$ cat src/pkg/mpsa_pkg.sv
// package of constants for the two-wire slave with alert
package mpsa_pkg;
   localparam int CLK_MHZ = 250;
   localparam int STUCK_MS = 33;
   localparam int STUCK_CYC = STUCK_MS * 1000 * CLK_MHZ;
   localparam logic [2:0] ADDR_TOP = 3'h6;
   localparam logic [6:0] MASS_WR_ADDR = 7'h66;
   localparam logic [6:0] ALERT_RESP_ADDR = 7'h0C;
   localparam logic [7:0] PTR_RESET = 8'h00;
   localparam logic [7:0] PTR_LAST = 8'h97;
   localparam int ALERT_BIT_CONTROL_REG_B = 7;
   localparam logic [3:0] BIT_LAST = 4'h7;
   localparam logic [3:0] BIT_ACK = 4'h8;
   // three-state strap levels per address pin
   localparam logic [1:0] STRAP_L = 2'h0;
   localparam logic [1:0] STRAP_H = 2'h1;
   localparam logic [1:0] STRAP_NC = 2'h2;
   typedef enum logic [2:0] {
      MPSA_IDLE = 3'b000,
      MPSA_ADDR = 3'b001,
      MPSA_CMD = 3'b010,
      MPSA_WDATA = 3'b011,
      MPSA_RDATA = 3'b100,
      MPSA_ARA = 3'b101
   } mpsa_state_t;
endpackage

$ cat src/verilog/mpsa_slave.sv
// two-wire slave with stuck-bus timer, pointer and alert response
`timescale 1ns/1ps
`default_nettype none
module mpsa_slave #(
   parameter int STUCK_CYCLES = mpsa_pkg::STUCK_CYC,
   parameter bit INVERT_OUT = 1'b0
) (
   // clock and reset
   input wire logic i_sys_clk,
   input wire logic i_rst_b,
   // bus pins
   input wire logic i_scl,
   input wire logic i_serial_data_in,
   output logic o_serial_data_out,
   // address straps, two bits per pin (low, high, floating)
   input wire logic [1:0] i_addr_select_pin_0,
   input wire logic [1:0] i_addr_select_pin_1,
   // fault and enable words from register file
   input wire logic [31:0] i_fault_flags,
   input wire logic [31:0] i_alert_enable,
   input wire logic i_alert_on_address,
   // alert pin, active low
   output logic o_alert_out_pin_n,
   // register file port
   output logic [7:0] o_reg_ptr,
   output logic o_reg_wr,
   output logic [7:0] o_reg_wdata,
   input wire logic [7:0] i_reg_rdata
);
   import mpsa_pkg::*;

   // -----------------------------------------------
   // input synchronisers and edge detection
   // -----------------------------------------------
   logic [1:0] scl_sync_reg;
   logic [1:0] sda_sync_reg;
   logic scl_d_reg;
   logic sda_d_reg;
   // three flops on each pin: two synchronise, one holds the last value for edges
   always_ff @(posedge i_sys_clk or negedge i_rst_b) begin
      if (!i_rst_b) begin
         scl_sync_reg <= 2'h3;
         sda_sync_reg <= 2'h3;
         scl_d_reg <= 1'b1;
         sda_d_reg <= 1'b1;
      end else begin
         scl_sync_reg <= {scl_sync_reg[0], i_scl};
         sda_sync_reg <= {sda_sync_reg[0], i_serial_data_in};
         scl_d_reg <= scl_sync_reg[1];
         sda_d_reg <= sda_sync_reg[1];
      end
   end
   wire scl = scl_sync_reg[1];
   wire sda = sda_sync_reg[1];
   wire scl_rise = scl & ~scl_d_reg;
   wire scl_fall = ~scl & scl_d_reg;
   wire start_det = scl & scl_d_reg & ~sda & sda_d_reg;
   wire stop_det = scl & scl_d_reg & sda & ~sda_d_reg;

   // -----------------------------------------------
   // address decode from straps
   // -----------------------------------------------
   // map a strap pair to low address bits 7..15 as the address table orders them
   function automatic logic [3:0] strap_low(input logic [1:0] p1, input logic [1:0] p0);
      logic [3:0] r;
      r = 4'h7;
      case ({p1, p0})
         {STRAP_H, STRAP_L}: r = 4'h7;
         {STRAP_NC, STRAP_H}: r = 4'h8;
         {STRAP_H, STRAP_H}: r = 4'h9;
         {STRAP_NC, STRAP_NC}: r = 4'hA;
         {STRAP_NC, STRAP_L}: r = 4'hB;
         {STRAP_L, STRAP_H}: r = 4'hC;
         {STRAP_L, STRAP_NC}: r = 4'hD;
         {STRAP_H, STRAP_NC}: r = 4'hE;
         {STRAP_L, STRAP_L}: r = 4'hF;
         default: r = 4'h7;
      endcase
      return r;
   endfunction
   logic [3:0] strap0_reg;
   logic [3:0] strap1_reg;
   // two 2-bit stages per strap pin, reset takes constants only
   always_ff @(posedge i_sys_clk or negedge i_rst_b) begin
      if (!i_rst_b) begin
         strap0_reg <= 4'h0;
         strap1_reg <= 4'h0;
      end else begin
         strap0_reg <= {strap0_reg[1:0], i_addr_select_pin_0};
         strap1_reg <= {strap1_reg[1:0], i_addr_select_pin_1};
      end
   end
   // fixed top bits plus strap bits
   wire [6:0] own_addr = {ADDR_TOP, strap_low(strap1_reg[3:2], strap0_reg[3:2])};

   // -----------------------------------------------
   // stuck-bus timer
   // -----------------------------------------------
   logic [23:0] stuck_cnt_reg;
   logic stuck_reg;
   wire any_low = ~scl | ~sda;
   wire stuck_hit = (stuck_cnt_reg == 24'(STUCK_CYCLES - 1));
   // count while a line is low, clear when both high
   always_ff @(posedge i_sys_clk or negedge i_rst_b) begin
      if (!i_rst_b) begin
         stuck_cnt_reg <= 24'h0;
         stuck_reg <= 1'b0;
      end else begin
         if (!any_low) begin
            stuck_cnt_reg <= 24'h0;
         end else if (!stuck_hit) begin
            stuck_cnt_reg <= stuck_cnt_reg + 24'h1;
         end
         stuck_reg <= any_low & stuck_hit;
      end
   end

   // -----------------------------------------------
   // alert latch
   // -----------------------------------------------
   logic alert_active;
   logic release_reg;
   mpsa_alert u_alert (
      .i_sys_clk(i_sys_clk),
      .i_rst_b(i_rst_b),
      .i_fault_flags(i_fault_flags),
      .i_alert_enable(i_alert_enable),
      .i_release(release_reg),
      .o_alert_active(alert_active)
   );

   // -----------------------------------------------
   // transaction state machine
   // -----------------------------------------------
   mpsa_state_t state_reg;
   logic [3:0] bit_reg;
   logic [7:0] shift_reg;
   logic [7:0] ptr_reg;
   logic ack_reg;
   logic drive_reg;
   logic rd_mode_reg;
   logic reload_reg;
   logic wr_reg;
   logic [7:0] wdata_reg;

   wire [7:0] rx_byte = {shift_reg[6:0], sda};
   wire [6:0] rx_addr = rx_byte[7:1];
   wire rx_rw = rx_byte[0];
   // msb of the shift register goes out first
   wire tx_bit = shift_reg[7];
   wire hit_own = (rx_addr == own_addr);
   wire hit_mass = (rx_addr == MASS_WR_ADDR) & ~rx_rw;
   // alert address only while alert pending
   wire hit_ara = (rx_addr == ALERT_RESP_ADDR) & rx_rw & alert_active;
   wire [7:0] ptr_inc = (ptr_reg == PTR_LAST) ? PTR_RESET : ptr_reg + 8'h1;
   wire byte_done = scl_rise & (bit_reg == BIT_LAST);
   wire ack_clk = scl_rise & (bit_reg == BIT_ACK);

   always_ff @(posedge i_sys_clk or negedge i_rst_b) begin
      if (!i_rst_b) begin
         state_reg <= MPSA_IDLE;
         bit_reg <= 4'h0;
         shift_reg <= 8'h0;
         ptr_reg <= PTR_RESET;
         ack_reg <= 1'b0;
         drive_reg <= 1'b0;
         rd_mode_reg <= 1'b0;
         reload_reg <= 1'b0;
         wr_reg <= 1'b0;
         wdata_reg <= 8'h0;
         release_reg <= 1'b0;
      end else begin
         wr_reg <= 1'b0;
         release_reg <= 1'b0;
         reload_reg <= 1'b0;
         if (stuck_reg) begin
            // timeout drops drive and ack, pointer kept; idle until START
            state_reg <= MPSA_IDLE;
            drive_reg <= 1'b0;
            ack_reg <= 1'b0;
         end else if (start_det) begin
            state_reg <= MPSA_ADDR;
            bit_reg <= 4'h0;
            rd_mode_reg <= 1'b0;
            drive_reg <= 1'b0;
            ack_reg <= 1'b0;
         end else if (stop_det) begin
            // stop ends transfer, pointer to zero
            state_reg <= MPSA_IDLE;
            ptr_reg <= PTR_RESET;
            drive_reg <= 1'b0;
         end else if (state_reg != MPSA_IDLE) begin
            if (scl_rise && bit_reg < BIT_ACK) begin
               shift_reg <= rx_byte;
               bit_reg <= bit_reg + 4'h1;
            end
            if (ack_clk) begin
               bit_reg <= 4'h0;
               // master ack continues a read; nack ends it
               if (rd_mode_reg && !drive_reg && sda) begin
                  state_reg <= MPSA_IDLE;
                  rd_mode_reg <= 1'b0;
               end else if (rd_mode_reg && !drive_reg && state_reg == MPSA_RDATA) begin
                  // ack advances pointer, byte fetched next cycle
                  ptr_reg <= ptr_inc;
                  reload_reg <= 1'b1;
               end
            end
            if (byte_done) begin
               ack_reg <= 1'b0;
               case (state_reg)
                  MPSA_ADDR: begin
                     rd_mode_reg <= 1'b0;
                     if (hit_ara) begin
                        ack_reg <= 1'b1;
                        state_reg <= MPSA_ARA;
                     end else if (hit_own || hit_mass) begin
                        ack_reg <= 1'b1;
                        state_reg <= rx_byte[0] ? MPSA_RDATA : MPSA_CMD;
                        release_reg <= i_alert_on_address;
                     end else begin
                        state_reg <= MPSA_IDLE;
                     end
                  end
                  MPSA_CMD: begin
                     ack_reg <= 1'b1;
                     ptr_reg <= rx_byte;
                     state_reg <= MPSA_WDATA;
                  end
                  MPSA_WDATA: begin
                     ack_reg <= 1'b1;
                     wr_reg <= 1'b1;
                     wdata_reg <= rx_byte;
                  end
                  default: begin
                     ack_reg <= 1'b0;
                  end
               endcase
            end
            if (wr_reg) begin
               ptr_reg <= ptr_inc;
            end
            // drive changes on falling clock edges only
            if (scl_fall) begin
               if (bit_reg == BIT_ACK) begin
                  drive_reg <= ack_reg;
                  if (ack_reg && (state_reg == MPSA_RDATA || state_reg == MPSA_ARA)) begin
                     rd_mode_reg <= 1'b1;
                     shift_reg <= (state_reg == MPSA_ARA) ? {own_addr, 1'b1} : i_reg_rdata;
                  end
               end else if (rd_mode_reg && bit_reg < BIT_ACK) begin
                  // drive zeros only; lose arbitration on mismatch
                  drive_reg <= ~tx_bit;
               end else begin
                  drive_reg <= 1'b0;
               end
            end
            if (rd_mode_reg && scl_rise && bit_reg < BIT_ACK && !drive_reg && !sda) begin
               // lost arbitration: stay quiet, alert kept
               state_reg <= MPSA_IDLE;
               rd_mode_reg <= 1'b0;
            end else if (ack_clk && state_reg == MPSA_ARA && rd_mode_reg && !drive_reg) begin
               release_reg <= 1'b1;
            end
            if (reload_reg) begin
               shift_reg <= i_reg_rdata;
            end
         end
      end
   end

   // -----------------------------------------------
   // outputs
   // -----------------------------------------------
   logic sdo_reg;
   logic alert_n_reg;
   // open-drain output, variant inverts; no clock output
   always_ff @(posedge i_sys_clk or negedge i_rst_b) begin
      if (!i_rst_b) begin
         sdo_reg <= INVERT_OUT ? 1'b0 : 1'b1;
         alert_n_reg <= 1'b1;
      end else begin
         sdo_reg <= INVERT_OUT ? drive_reg : ~drive_reg;
         // released at reset, low while active
         alert_n_reg <= ~alert_active;
      end
   end
   assign o_serial_data_out = sdo_reg;
   assign o_alert_out_pin_n = alert_n_reg;
   assign o_reg_ptr = ptr_reg;
   assign o_reg_wr = wr_reg;
   assign o_reg_wdata = wdata_reg;
endmodule
`default_nettype wire

$ cat src/verilog/mpsa_alert.sv
// alert output latch with fault edge detection and release
`timescale 1ns/1ps
`default_nettype none
module mpsa_alert (
   // clock and reset
   input wire logic i_sys_clk,
   input wire logic i_rst_b,
   // fault and enable words
   input wire logic [31:0] i_fault_flags,
   input wire logic [31:0] i_alert_enable,
   // release request
   input wire logic i_release,
   // alert asserted state, active high
   output logic o_alert_active
);
   import mpsa_pkg::*;
   logic [31:0] fault_prev_reg;
   logic active_reg;
   wire [31:0] new_fault = i_fault_flags & ~fault_prev_reg & i_alert_enable;
   // new enabled fault raises alert; only on new edge
   always_ff @(posedge i_sys_clk or negedge i_rst_b) begin
      if (!i_rst_b) begin
         fault_prev_reg <= 32'h0;
         active_reg <= 1'b0;
      end else begin
         fault_prev_reg <= i_fault_flags;
         if (|new_fault) begin
            active_reg <= 1'b1;
         end else if (i_release) begin
            active_reg <= 1'b0;
         end
      end
   end
   assign o_alert_active = active_reg;
endmodule
`default_nettype wire

$ cat config.mk
export PLATFORM = sky130hd
export DESIGN_NAME = mpsa_slave
export DESIGN_NICKNAME = d
export VERILOG_FILES = /design/src/pkg/mpsa_pkg.sv /design/src/verilog/mpsa_slave.sv /design/src/verilog/mpsa_alert.sv
export SDC_FILE = /design/constraint.sdc
export NUM_CORES = 1
export LEC_CHECK = 0
export BUFFER_PORTS_ARGS = -buffer_cell sky130_fd_sc_hd__buf_2
export CAP_MARGIN = 20
export CORE_MARGIN = 2
export CORE_UTILIZATION = 60
export DETAILED_ROUTE_END_ITERATION = 6
export HOLD_SLACK_MARGIN = 0.15
export PLACE_DENSITY = 0.83
export SKIP_CTS_REPAIR_TIMING = 1
export SLEW_MARGIN = 20
export SYNTH_ARGS = -nofsm -noshare
export SYNTH_HDL_FRONTEND = slang
export SYNTH_SLANG_ARGS = --single-unit
$ cat constraint.sdc
create_clock -name i_sys_clk -period 4.4 [get_ports i_sys_clk]
set_clock_uncertainty 0.2 [all_clocks]
set_input_delay 0.44 -clock i_sys_clk [delete_from_list [all_inputs] [get_ports i_sys_clk]]
set_output_delay 0.44 -clock i_sys_clk [all_outputs]
set_load 0.01 [all_outputs]
# After elaboration in Yosys (flattened, before gate mapping)
# Memories as Yosys holds them, arrays and structs flattened.
# Cells that the tools add are included.
[totals]
n_memories = 1
mem_bits_ro = 64
reg_bits = 111
input_bits = 81
word_cells = 190
out_inout_bits = 19
[classes]
eq_ne = 15
bitwise_logic = 27
n_lt_le_gt_ge = 1
add_sub_neg = 3
n_reduce_logical = 35
mux = 85
[memory_table]
columns = ["memory", "words", "word_bits", "read_ports", "rd_ports_with_merged_regs", "write_ports", "line", "text"]
rows = [
  ["(name not given)", 16, 4, 1, 0, 0, "mpsa_slave.sv:67", "case ({p1, p0})"],
]
[op_table]
columns = ["operator", "count"]
rows = [
  ["two-way mux 8 bit", 15],
  ["bitwise AND 32 bit", 2],
  ["two-way mux 1 bit", 50],
  ["two-way mux 24 bit", 2],
  ["two-way mux 3 bit", 11],
  ["NOT 32 bit", 1],
  ["OR reduction 32 bit", 1],
  ["adder 24 x 1 -> 24 bit (second input constant)", 1],
  ["== test 24 x 23 -> 1 bit (second input constant)", 1],
  ["two-way mux 4 bit", 5],
  ["bitwise AND 1 bit", 13],
  ["logical AND 1 bit", 13],
  ["nonzero test 3 bit", 4],
  ["NOT 1 bit", 10],
  ["AND reduction 3 bit", 3],
  ["adder 8 x 1 -> 8 bit (second input constant)", 1],
  ["== test 8 bit (second input constant)", 1],
  ["AND reduction 4 bit", 2],
  ["nonzero test 4 bit", 2],
  ["== test 7 x 4 -> 1 bit (second input constant)", 1],
  ["== test 7 bit", 1],
  ["== test 7 bit (second input constant)", 1],
  ["== test 3 x 2 -> 1 bit (second input constant)", 2],
  ["== test 3 bit (second input constant)", 2],
  ["other kinds (16)", 21],
]

# Longest topological paths before layout
# Gate-level depths: netlist (run 1).
[logic_depth]
depth_word = 14
ltp_mapped = 9
depth_no_buf = 8

# Hierarchy
# A second synthesis (run 1) with hierarchy kept.
[unflattened]
cells_unflattened = 529
area_unflattened_um2 = 5336.4
[by_module_without_submodules]
columns = ["module", "area_per_inst_um2", "seq_area_each_um2", "cells_per_inst", "n_inst"]
rows = [
  ["mpsa_slave", 4214.0, 1961.9, 448, 1],
  ["mpsa_alert", 1122.3, 825.8, 81, 1],
]

# Worst setup path after synthesis (run 1)
# OpenSTA, ideal clock, no wires.
[synth_timing]
path_type = "reg-to-reg"
from = "register scl_sync_reg[1]"
to = "register ptr_reg[1] (netlist: o_reg_ptr[1])"
path_stages_with_launch = 7
synth_period_minus_slack_ps = 2451
setup_slack_ps = 1949
n_path_buf = 1
t_arrival_ps = 2120
path_cell_list = "dfstp_2 -> or3b_4 -> or4_1 -> buf_2 -> mux2_1 -> a21oi_1 -> o21ai_1"
[synth_between]
elab_chain_len = 8
word_cells_on_any_way = 17
[synth_rtl]
columns = ["item", "line", "text"]
rows = [
  ["start: declaration", "mpsa_slave.sv:35", "logic [1:0] scl_sync_reg;"],
  ["start signal: assignment", "mpsa_slave.sv:47", "scl_sync_reg <= {scl_sync_reg[0], i_scl};"],
  ["bitwise AND 1 bit", "mpsa_slave.sv:55", "wire scl_rise = scl & ~scl_d_reg;"],
  ["bitwise AND 1 bit", "mpsa_slave.sv:157", "wire ack_clk = scl_rise & (bit_reg == BIT_ACK);"],
  ["two-way mux 8 bit", "mpsa_slave.sv:197", "if (ack_clk) begin"],
  ["two-way mux 8 bit", "mpsa_slave.sv:211", "case (state_reg)"],
  ["two-way mux 8 bit", "mpsa_slave.sv:209", "if (byte_done) begin"],
  ["two-way mux 8 bit", "mpsa_slave.sv:240", "if (wr_reg) begin"],
  ["two-way mux 8 bit", "mpsa_slave.sv:192", "end else if (state_reg != MPSA_IDLE) begin"],
  ["two-way mux 8 bit", "mpsa_slave.sv:187", "end else if (stop_det) begin"],
  ["end signal: assignment", "mpsa_slave.sv:205", "ptr_reg <= ptr_inc;"],
  ["end signal: assignment", "mpsa_slave.sv:227", "ptr_reg <= rx_byte;"],
  ["end signal: assignment", "mpsa_slave.sv:241", "ptr_reg <= ptr_inc;"],
  ["end: declaration", "mpsa_slave.sv:138", "logic [7:0] ptr_reg;"],
]
# Several ways; a longest one is shown, not always the timed one. The select of a mux whose other input is x is not followed.
# A chain may end at the register's enable or synchronous reset.

# Worst setup path in the final report (run 1)
[layout_timing]
from = "register state_reg[0]"
to = "register ptr_reg[0] (netlist: o_reg_ptr[0])"
[layout_between]
elab_chain_len = 10
word_cells_on_any_way = 14
[layout_rtl]
columns = ["item", "line", "text"]
rows = [
  ["start: declaration", "mpsa_slave.sv:135", "mpsa_state_t state_reg;"],
  ["start signal: assignment", "mpsa_slave.sv:219", "state_reg <= rx_byte[0] ? MPSA_RDATA : MPSA_CMD;"],
  ["== test 3 bit", "mpsa_slave.sv:203", "end else if (rd_mode_reg && !drive_reg && state_reg == MPSA_RDATA) begin"],
  ["logical AND 1 bit", "mpsa_slave.sv:203", ""],
  ["two-way mux 8 bit", "mpsa_slave.sv:203", ""],
  ["two-way mux 8 bit", "mpsa_slave.sv:200", "if (rd_mode_reg && !drive_reg && sda) begin"],
  ["two-way mux 8 bit", "mpsa_slave.sv:197", ""],
  ["two-way mux 8 bit", "mpsa_slave.sv:211", ""],
  ["two-way mux 8 bit", "mpsa_slave.sv:209", ""],
  ["two-way mux 8 bit", "mpsa_slave.sv:240", ""],
  ["two-way mux 8 bit", "mpsa_slave.sv:192", ""],
  ["two-way mux 8 bit", "mpsa_slave.sv:187", ""],
]
# Several ways; a longest one is shown, not always the timed one. The select of a mux whose other input is x is not followed.

==> results list, run 1 <==
- Share of power burned in the clock network: 0.304
- Entering global routing, the biggest net connects 52 pins.
- The register with the most flip-flops in the layout has 32 of them.
- CTS tree: yes
- DRC violations left: 0
* Max-cap check violation count: 0
- STA classifies the critical path endpoint as a register.
* Top library cells by usage in the layout, fill and taps aside: dfrtp_1 (103), buf_2 (98), nand2_1 (67)
- Counting every sink on the clock net gives 111.
- Number of instances in the synthesized netlist: 535
- Number of cell rows: 34
- The worst path in the final design needs a cycle of 2.83 ns, including I/O delays and setup.
* Number of synthesized flops with an enable pin: 0
* Count of buffers from port buffering: 99
* Proportion of total power due to net switching: 0.301
- Dividing total power by cell area gives a power density of ~320 nW/µm².
- At the later pin of the worst-skew pair, clock insertion delay measures 0.39 ns.
* Vias in the first global route: 4,329
- Setup repair after global routing left no endpoint under its margin.
- For this design the top-level I/O count stands at 100.
- Setup violations remaining at the end of the flow were counted as 0.
* CP required: 4.48 ns
- Post-Place Setup Slack: 1.65 ns
* Post-DP HPWL: 9010 µm
- The first global-routing pass estimated 21,000 µm of wire.
- Leaving out fill and tap cells, the most frequent cell in the layout is dfrtp_1.
- Switching power summed over all nets: 0.625 mW
- In this run the vertical extent of the chip is 97.7 µm.
- P_int: 1.45 mW
* Number of unique standard cell types used by synthesis: 62
- Of the cells placed in the final design, the portion with a size suffix greater than 1 is 0.193.
- Critical Path AT: 2.91 ns
- Wire length per cell: roughly 18 µm
- Worst hold slack: 0.158 ns
- CTS built an H-tree with a depth of 3.
- Slew Viols, Final: 0
* Synth Register Bits: 111
- The initial antenna violation count is 2.
- Worst setup path class: reg -> reg
* Comb pwr share: 0.133
* Cell area after synthesis: 5270 µm²
* Starting density of the core: 0.610
- IR analysis of the VDD net gives a maximum drop of 0.237 mV.
* Vias: approximately 4,700
* Slack of the critical path: 1.57 ns
- Number of nets produced by synthesis: 624
- The number of clock buffers added by TritonCTS is 9.
- Final hold vios: 0
* Critical-path maximum fanout: 18
- The floorplan step defined a die boundary enclosing 9550 µm².
- Critical path startpoint category: register
* Register area share after synthesis: 0.529
- After clock tree synthesis, the clock-pin slew on the worst setup and hold paths is 0.11 ns.
- For this run, the top clock speed supported by timing is 353 MHz.
* Number of detailed-route iterations in the first pass: 5
- In this run the remaining antenna-violating nets after routing total 0.
* Measured slew at the worst slew-check pin: 0.893 ns
* Total global-route track usage: 0.269
- Dividing the final minimum period by the clock period gives 0.643.
- The analysis attributes to cell leakage a power of 2.99 nW.
* Clock root cell: clkbuf_8
* Part of the power in registers: 0.562
- Global routing finished with a remaining overflow of 0.
- At the end of routability-driven placement, the weighted congestion stood at 0.912.
- For this run, the number of Yosys warnings is 0.
- For this run, the leading register cell type out of synthesis is dfrtp_1.
- Overall routed net length: roughly 14,000 µm
* Buffers from clock root to sink, at most: 2
- The flow ran to the end, and the final reports show no timing, DRC or antenna violations.
- Layout-stage area growth over the synthesis result: 22.7%
- In the synthesized netlist the async set-or-reset flop fraction comes to 1.00.
- Headroom to the max-slew limit came out at 0.399.
- Final nets: around 760
- In the routed layout, each cell is associated on average with a via count of 6.04.
- The total area inside the core boundary comes to 8640 µm².
- Class of the most critical hold timing path: reg -> reg
- Final sum of negative setup slack: 0 ns
- Die span in x: 97.7 µm
- In this run, the number of DRC markers left after iteration 0 of detailed routing was 329.
- Overall power after layout: between 2 and 2.5 mW
* Mean cell area of the mapped netlist: 9.85 µm²
[cells in the mapped netlist (all sizes together), types with 4 or more instances]
cell,number,share of area
clkbuf,15,0.011
a32oi,4,0.0066
o211ai,4,0.0057
nor4,13,0.017
nor3b,4,0.0057
inv,17,0.012
or4,6,0.0085
mux2,9,0.019
nor3,14,0.014
a21oi,19,0.018
nand2,67,0.048
nor2,59,0.042
a31oi,7,0.0083
nand4,11,0.013
nand2b,9,0.011
o21ai,20,0.019
buf,5,0.0045
a21o,7,0.010
xnor2,9,0.015
nand3,14,0.013
dfrtp,103,0.49
or3,5,0.0059
nor2b,5,0.0059
o22ai,21,0.025
ha,8,0.019
xor2,18,0.030
and3,9,0.011
dfstp,8,0.040
[per-stage QoR]
stage / util / cells / instance area, µm²
CTS: 0.700 / 740 / 6050
finish: 0.749 / 783 / 6470
global placement: 0.676 / 724 / 5840
detailed placement: 0.676 / 724 / 5840
floorplan: - / 535 / 5270
global route: 0.749 / 783 / 6470
[path summary, 6_finish.rpt]
check | cells past startpoint | slack [ns] | end | startpoint
setup / recovery | 6 | 1.57 | o_reg_ptr[0]$_DFFE_PN0P_ | state_reg[0]$_DFFE_PN0P_
hold / removal | 0 | 0.16 | sda_sync_reg[1]$_DFF_PN1_ | sda_sync_reg[0]$_DFF_PN1_
setup reg to reg | 6 | 1.57 | o_reg_ptr[0]$_DFFE_PN0P_ | state_reg[0]$_DFFE_PN0P_
hold reg to reg | 0 | 0.16 | sda_sync_reg[1]$_DFF_PN1_ | sda_sync_reg[0]$_DFF_PN1_
max in group asynchronous | 3 | 2.69 | o_alert_out_pin_n$_DFF_PN1_ | i_rst_b
min in group asynchronous | 2 | 0.41 | strap1_reg[0]$_DFF_PN0_ | i_rst_b
[cells by family after synthesis]
kind of cell,Yosys count,share of synthesized area
DFF,111,0.529
adders and majority gates,8,0.0190
and+or+nand+nor,232,0.220
buffers and inverters,37,0.0273
muxes,11,0.0230
AOI/OAI and AO/OA,109,0.137
xor gates and xnor gates,27,0.0449
[layout make-up]
class	instances	area, µm²
antenna	2	5.00
clock buffer	9	124
clock inverter	7	86.3
fill	570	2170
inverter	17	63.8
multi-input combinational	387	2340
sequential	111	2790
tap	108	135
timing repair buffer	142	923
[routing by layer]
metal  routed length [µm]  part of all wire  GRT usage
met3                  854             0.060     0.0403
met5                    0                 0          0
met1                 5800              0.41      0.383
met2                 7080              0.50      0.427
met4                  415             0.029     0.0919
[power by group through the flow]
stage	Sequential (mW)	Clock (mW)	Combinational, mW
after floorplan	1.14	0	0.162
after global placement	1.18	0	0.230
after detailed placement	1.18	0	0.239
after CTS	1.16	0.638	0.242
after global routing	1.18	0.676	0.306
final	1.17	0.632	0.276
[critical path: stages, from the launching register on]
cell and delay [ns]:
dfrtp_1 0.55, nor3_1 0.60, a311o_1 0.71, nor2_1 0.17
o21ai_0 0.18, o32ai_1 0.16, a21o_1 0.18
No activity file was read; power rests on OpenSTA's default activity.
==> run 2, diff against run 1 <==
--- a/config.mk
+++ b/config.mk
@@ -8,10 +8,10 @@
 export BUFFER_PORTS_ARGS = -buffer_cell sky130_fd_sc_hd__buf_2
 export CAP_MARGIN = 20
 export CORE_MARGIN = 2
-export CORE_UTILIZATION = 60
+export CORE_UTILIZATION = 50
 export DETAILED_ROUTE_END_ITERATION = 6
 export HOLD_SLACK_MARGIN = 0.15
-export PLACE_DENSITY = 0.83
+export PLACE_DENSITY = 0.74
 export SKIP_CTS_REPAIR_TIMING = 1
 export SLEW_MARGIN = 20
 export SYNTH_ARGS = -nofsm -noshare
==> constraint.sdc (replaced) <==
create_clock -name i_sys_clk -period 2.53 [get_ports i_sys_clk]
set_clock_uncertainty 0.2 [all_clocks]
set_input_delay 0.253 -clock i_sys_clk [delete_from_list [all_inputs] [get_ports i_sys_clk]]
set_output_delay 0.253 -clock i_sys_clk [all_outputs]
set_load 0.01 [all_outputs]
==> run 2 against run 1 <==
Critical path depth grew 1. Total power grew 78%. Count of clock-buffer cells in the layout grew 2. Sequential share of layout area shrank 2.5 points. Sequential power grew 73%. First-iteration DRC count shrank 14%. Non-clock buffer count grew 35. Wire length shrank 1.7%. Worst setup slack lost 1.5 ns. Maximum frequency grew 16%. Critical path type unchanged.
==> results list, run 2 (synthesized netlist as in run 1, its figures left out) <==
- The run finished with clean final reports.
* Slack of the critical path: 0.0861 ns
- Critical-path maximum fanout: 5
* Number of levels the H-tree was split into: 3
- Die Area: about 11,000 µm²
- At the worst endpoint, the required time is 2.61 ns.
- In the routed layout, each cell is associated on average with a via count of 5.65.
- Critical Path AT: 2.53 ns
- Vias in the first global route: 4,520
- Detailed router's first-iteration violation count: 282
- In the layout the commonest cells are dfrtp_1 (103), buf_2 (98), nand2_1 (66).
- Ratio of cells with drive above 1 in the final layout: 0.223
- The worst pin sits at a relative slew slack of 0.412.
- Slew Viols, Final: 0
* CTS tree: yes
* Maximum vdd drop: 0.350 mV
* Starting density of the core: 0.513
* Largest register FFs: 32
- Clk sink count: 111
* Final nets: 792
- Vias: roughly 4,800
- Based on the critical path, the design can be clocked at up to 409 MHz.
- Core utilization of the finished layout: 0.668
- Measured slew at the worst slew-check pin: 0.880 ns
- Antenna violations before repair: 0
* Post-DP HPWL: 9510 µm
- 100 I/O pins were placed.
* Overflow left after global routing: 0
- TritonCTS created 9 clock buffers.
* Class of the most critical hold timing path: reg -> reg
- Y dimension of the die: 107 µm
* Total global-route track usage: 0.235
* Cell area power density: ~540 nW/µm²
- Clock latency on the worst-skew pair, taken at its later pin, is between 0.3 and 0.4 ns.
- Leaving out fill and tap cells, the most frequent cell in the layout is dfrtp_1.
- From synthesis to final layout, the design area changed by 30.2%.
- Clock root cell: clkbuf_8
- Final weighted congestion of routability-driven global placement: 0.997
- Max-cap check violation count: 0
- Type of destination of the critical path: register
- First-pass GRT wire length: roughly 21,000 µm
* Buffers from clock root to sink, at most: 2
- Area of the core region: 10,300 µm²
- OpenSTA, run right after detailed placement, puts the worst setup slack at 0.0109 ns.
* Critical path startpoint category: register
- Remaining antenna violation count after routing: 0
- Clock slew at the register clock pins of the worst setup and hold paths: 0.11 ns
* Largest net degree at the start of global routing: 57
* Worst hold slack: 0.152 ns
- Antenna diode count: 0
- In the final timing run, aggregate negative setup slack is 0 ns.
- In the finished design, the share of the clock period the worst path needs comes to 0.966.
* Worst setup path class: reg -> reg
* Final hold vios: 0
- After floorplanning, the core was divided into 37 placement rows.
* Leak pwr: 3.17 nW
- Endpoints failing setup: 0
- The count of buffers added on input and output ports is 99.
- Minimum clock period: ~2.4 ns
- Overall routed net length: 13,900 µm
* Number of detailed-route iterations in the first pass: 5
- DRC violations left: 0
* Die span in x: 107 µm
- Wire length per cell: 16.5 µm
[run 2: changes by cell type in the layout (fill, tap and decap cells not counted), sizes merged]
| cell | previous run | this run |
|---|---|---|
| buf | 101 | 123 |
| dlygate4sd3 | 41 | 54 |
| inv | 21 | 17 |
| bufinv | 0 | 2 |
| clkbuf | 9 | 11 |
| clkinv | 3 | 1 |
| clkinvlp | 0 | 2 |
| diode | 2 | 0 |
[run 2: path summary, 6_finish.rpt]
path | endpoint | start | slack, ns | cells after the start
min in group asynchronous | o_serial_data_out$_DFF_PN1_ | i_rst_b | 0.24 | 2
min reg2reg | strap0_reg[3]$_DFF_PN0_ | strap0_reg[1]$_DFF_PN0_ | 0.15 | 0
max | state_reg[2]$_DFFE_PN0P_ | scl_sync_reg[1]$_DFF_PN1_ | 0.09 | 7
max in group asynchronous | bit_reg[1]$_DFFE_PN0P_ | i_rst_b | 0.59 | 3
max reg2reg | state_reg[2]$_DFFE_PN0P_ | scl_sync_reg[1]$_DFF_PN1_ | 0.09 | 7
min | strap0_reg[3]$_DFF_PN0_ | strap0_reg[1]$_DFF_PN0_ | 0.15 | 0
[run 2: through the flow]
stage	power, mW	cell area, µm²	cells
finish	3.70	6860	844
global route	3.88	6860	844
CTS	3.63	6280	790
detailed placement	2.49	6060	774
global placement	2.46	6060	774
floorplan	2.27	5270	535
[run 2: layout make-up]
class	count	area, µm²
multi-input combinational	387	2380
fill	790	3420
clock inverter	5	83.8
tap	136	170
timing repair buffer	177	1240
sequential	111	2790
clock buffer	11	131
inverter	17	63.8
[run 2: layer usage]
layer | track usage | vias to the layer above | wire (µm)
met3 | 0.0401 | 30 | 869
met1 | 0.304 | 2287 | 5770
met4 | 0.107 | 0 | 381
met5 | 0 | - | 0
met2 | 0.388 | 195 | 6880
li1 | - | 2256 | -
[run 2: power by group]
group | switching (mW) | internal (mW)
Clock | 0.607 | 0.561
Sequential | 0.132 | 1.89
Combinational | 0.254 | 0.260
Total | 0.993 | 2.71
[run 2: worst max-delay path, stage by stage, from the launching register on]
cell and delay (ns):
dfstp_2 0.57, or3b_4 0.39, buf_4 0.17, nor3_4 0.21, and3_1 0.23, nor3b_1 0.32, o211ai_1 0.15, o211ai_1 0.14
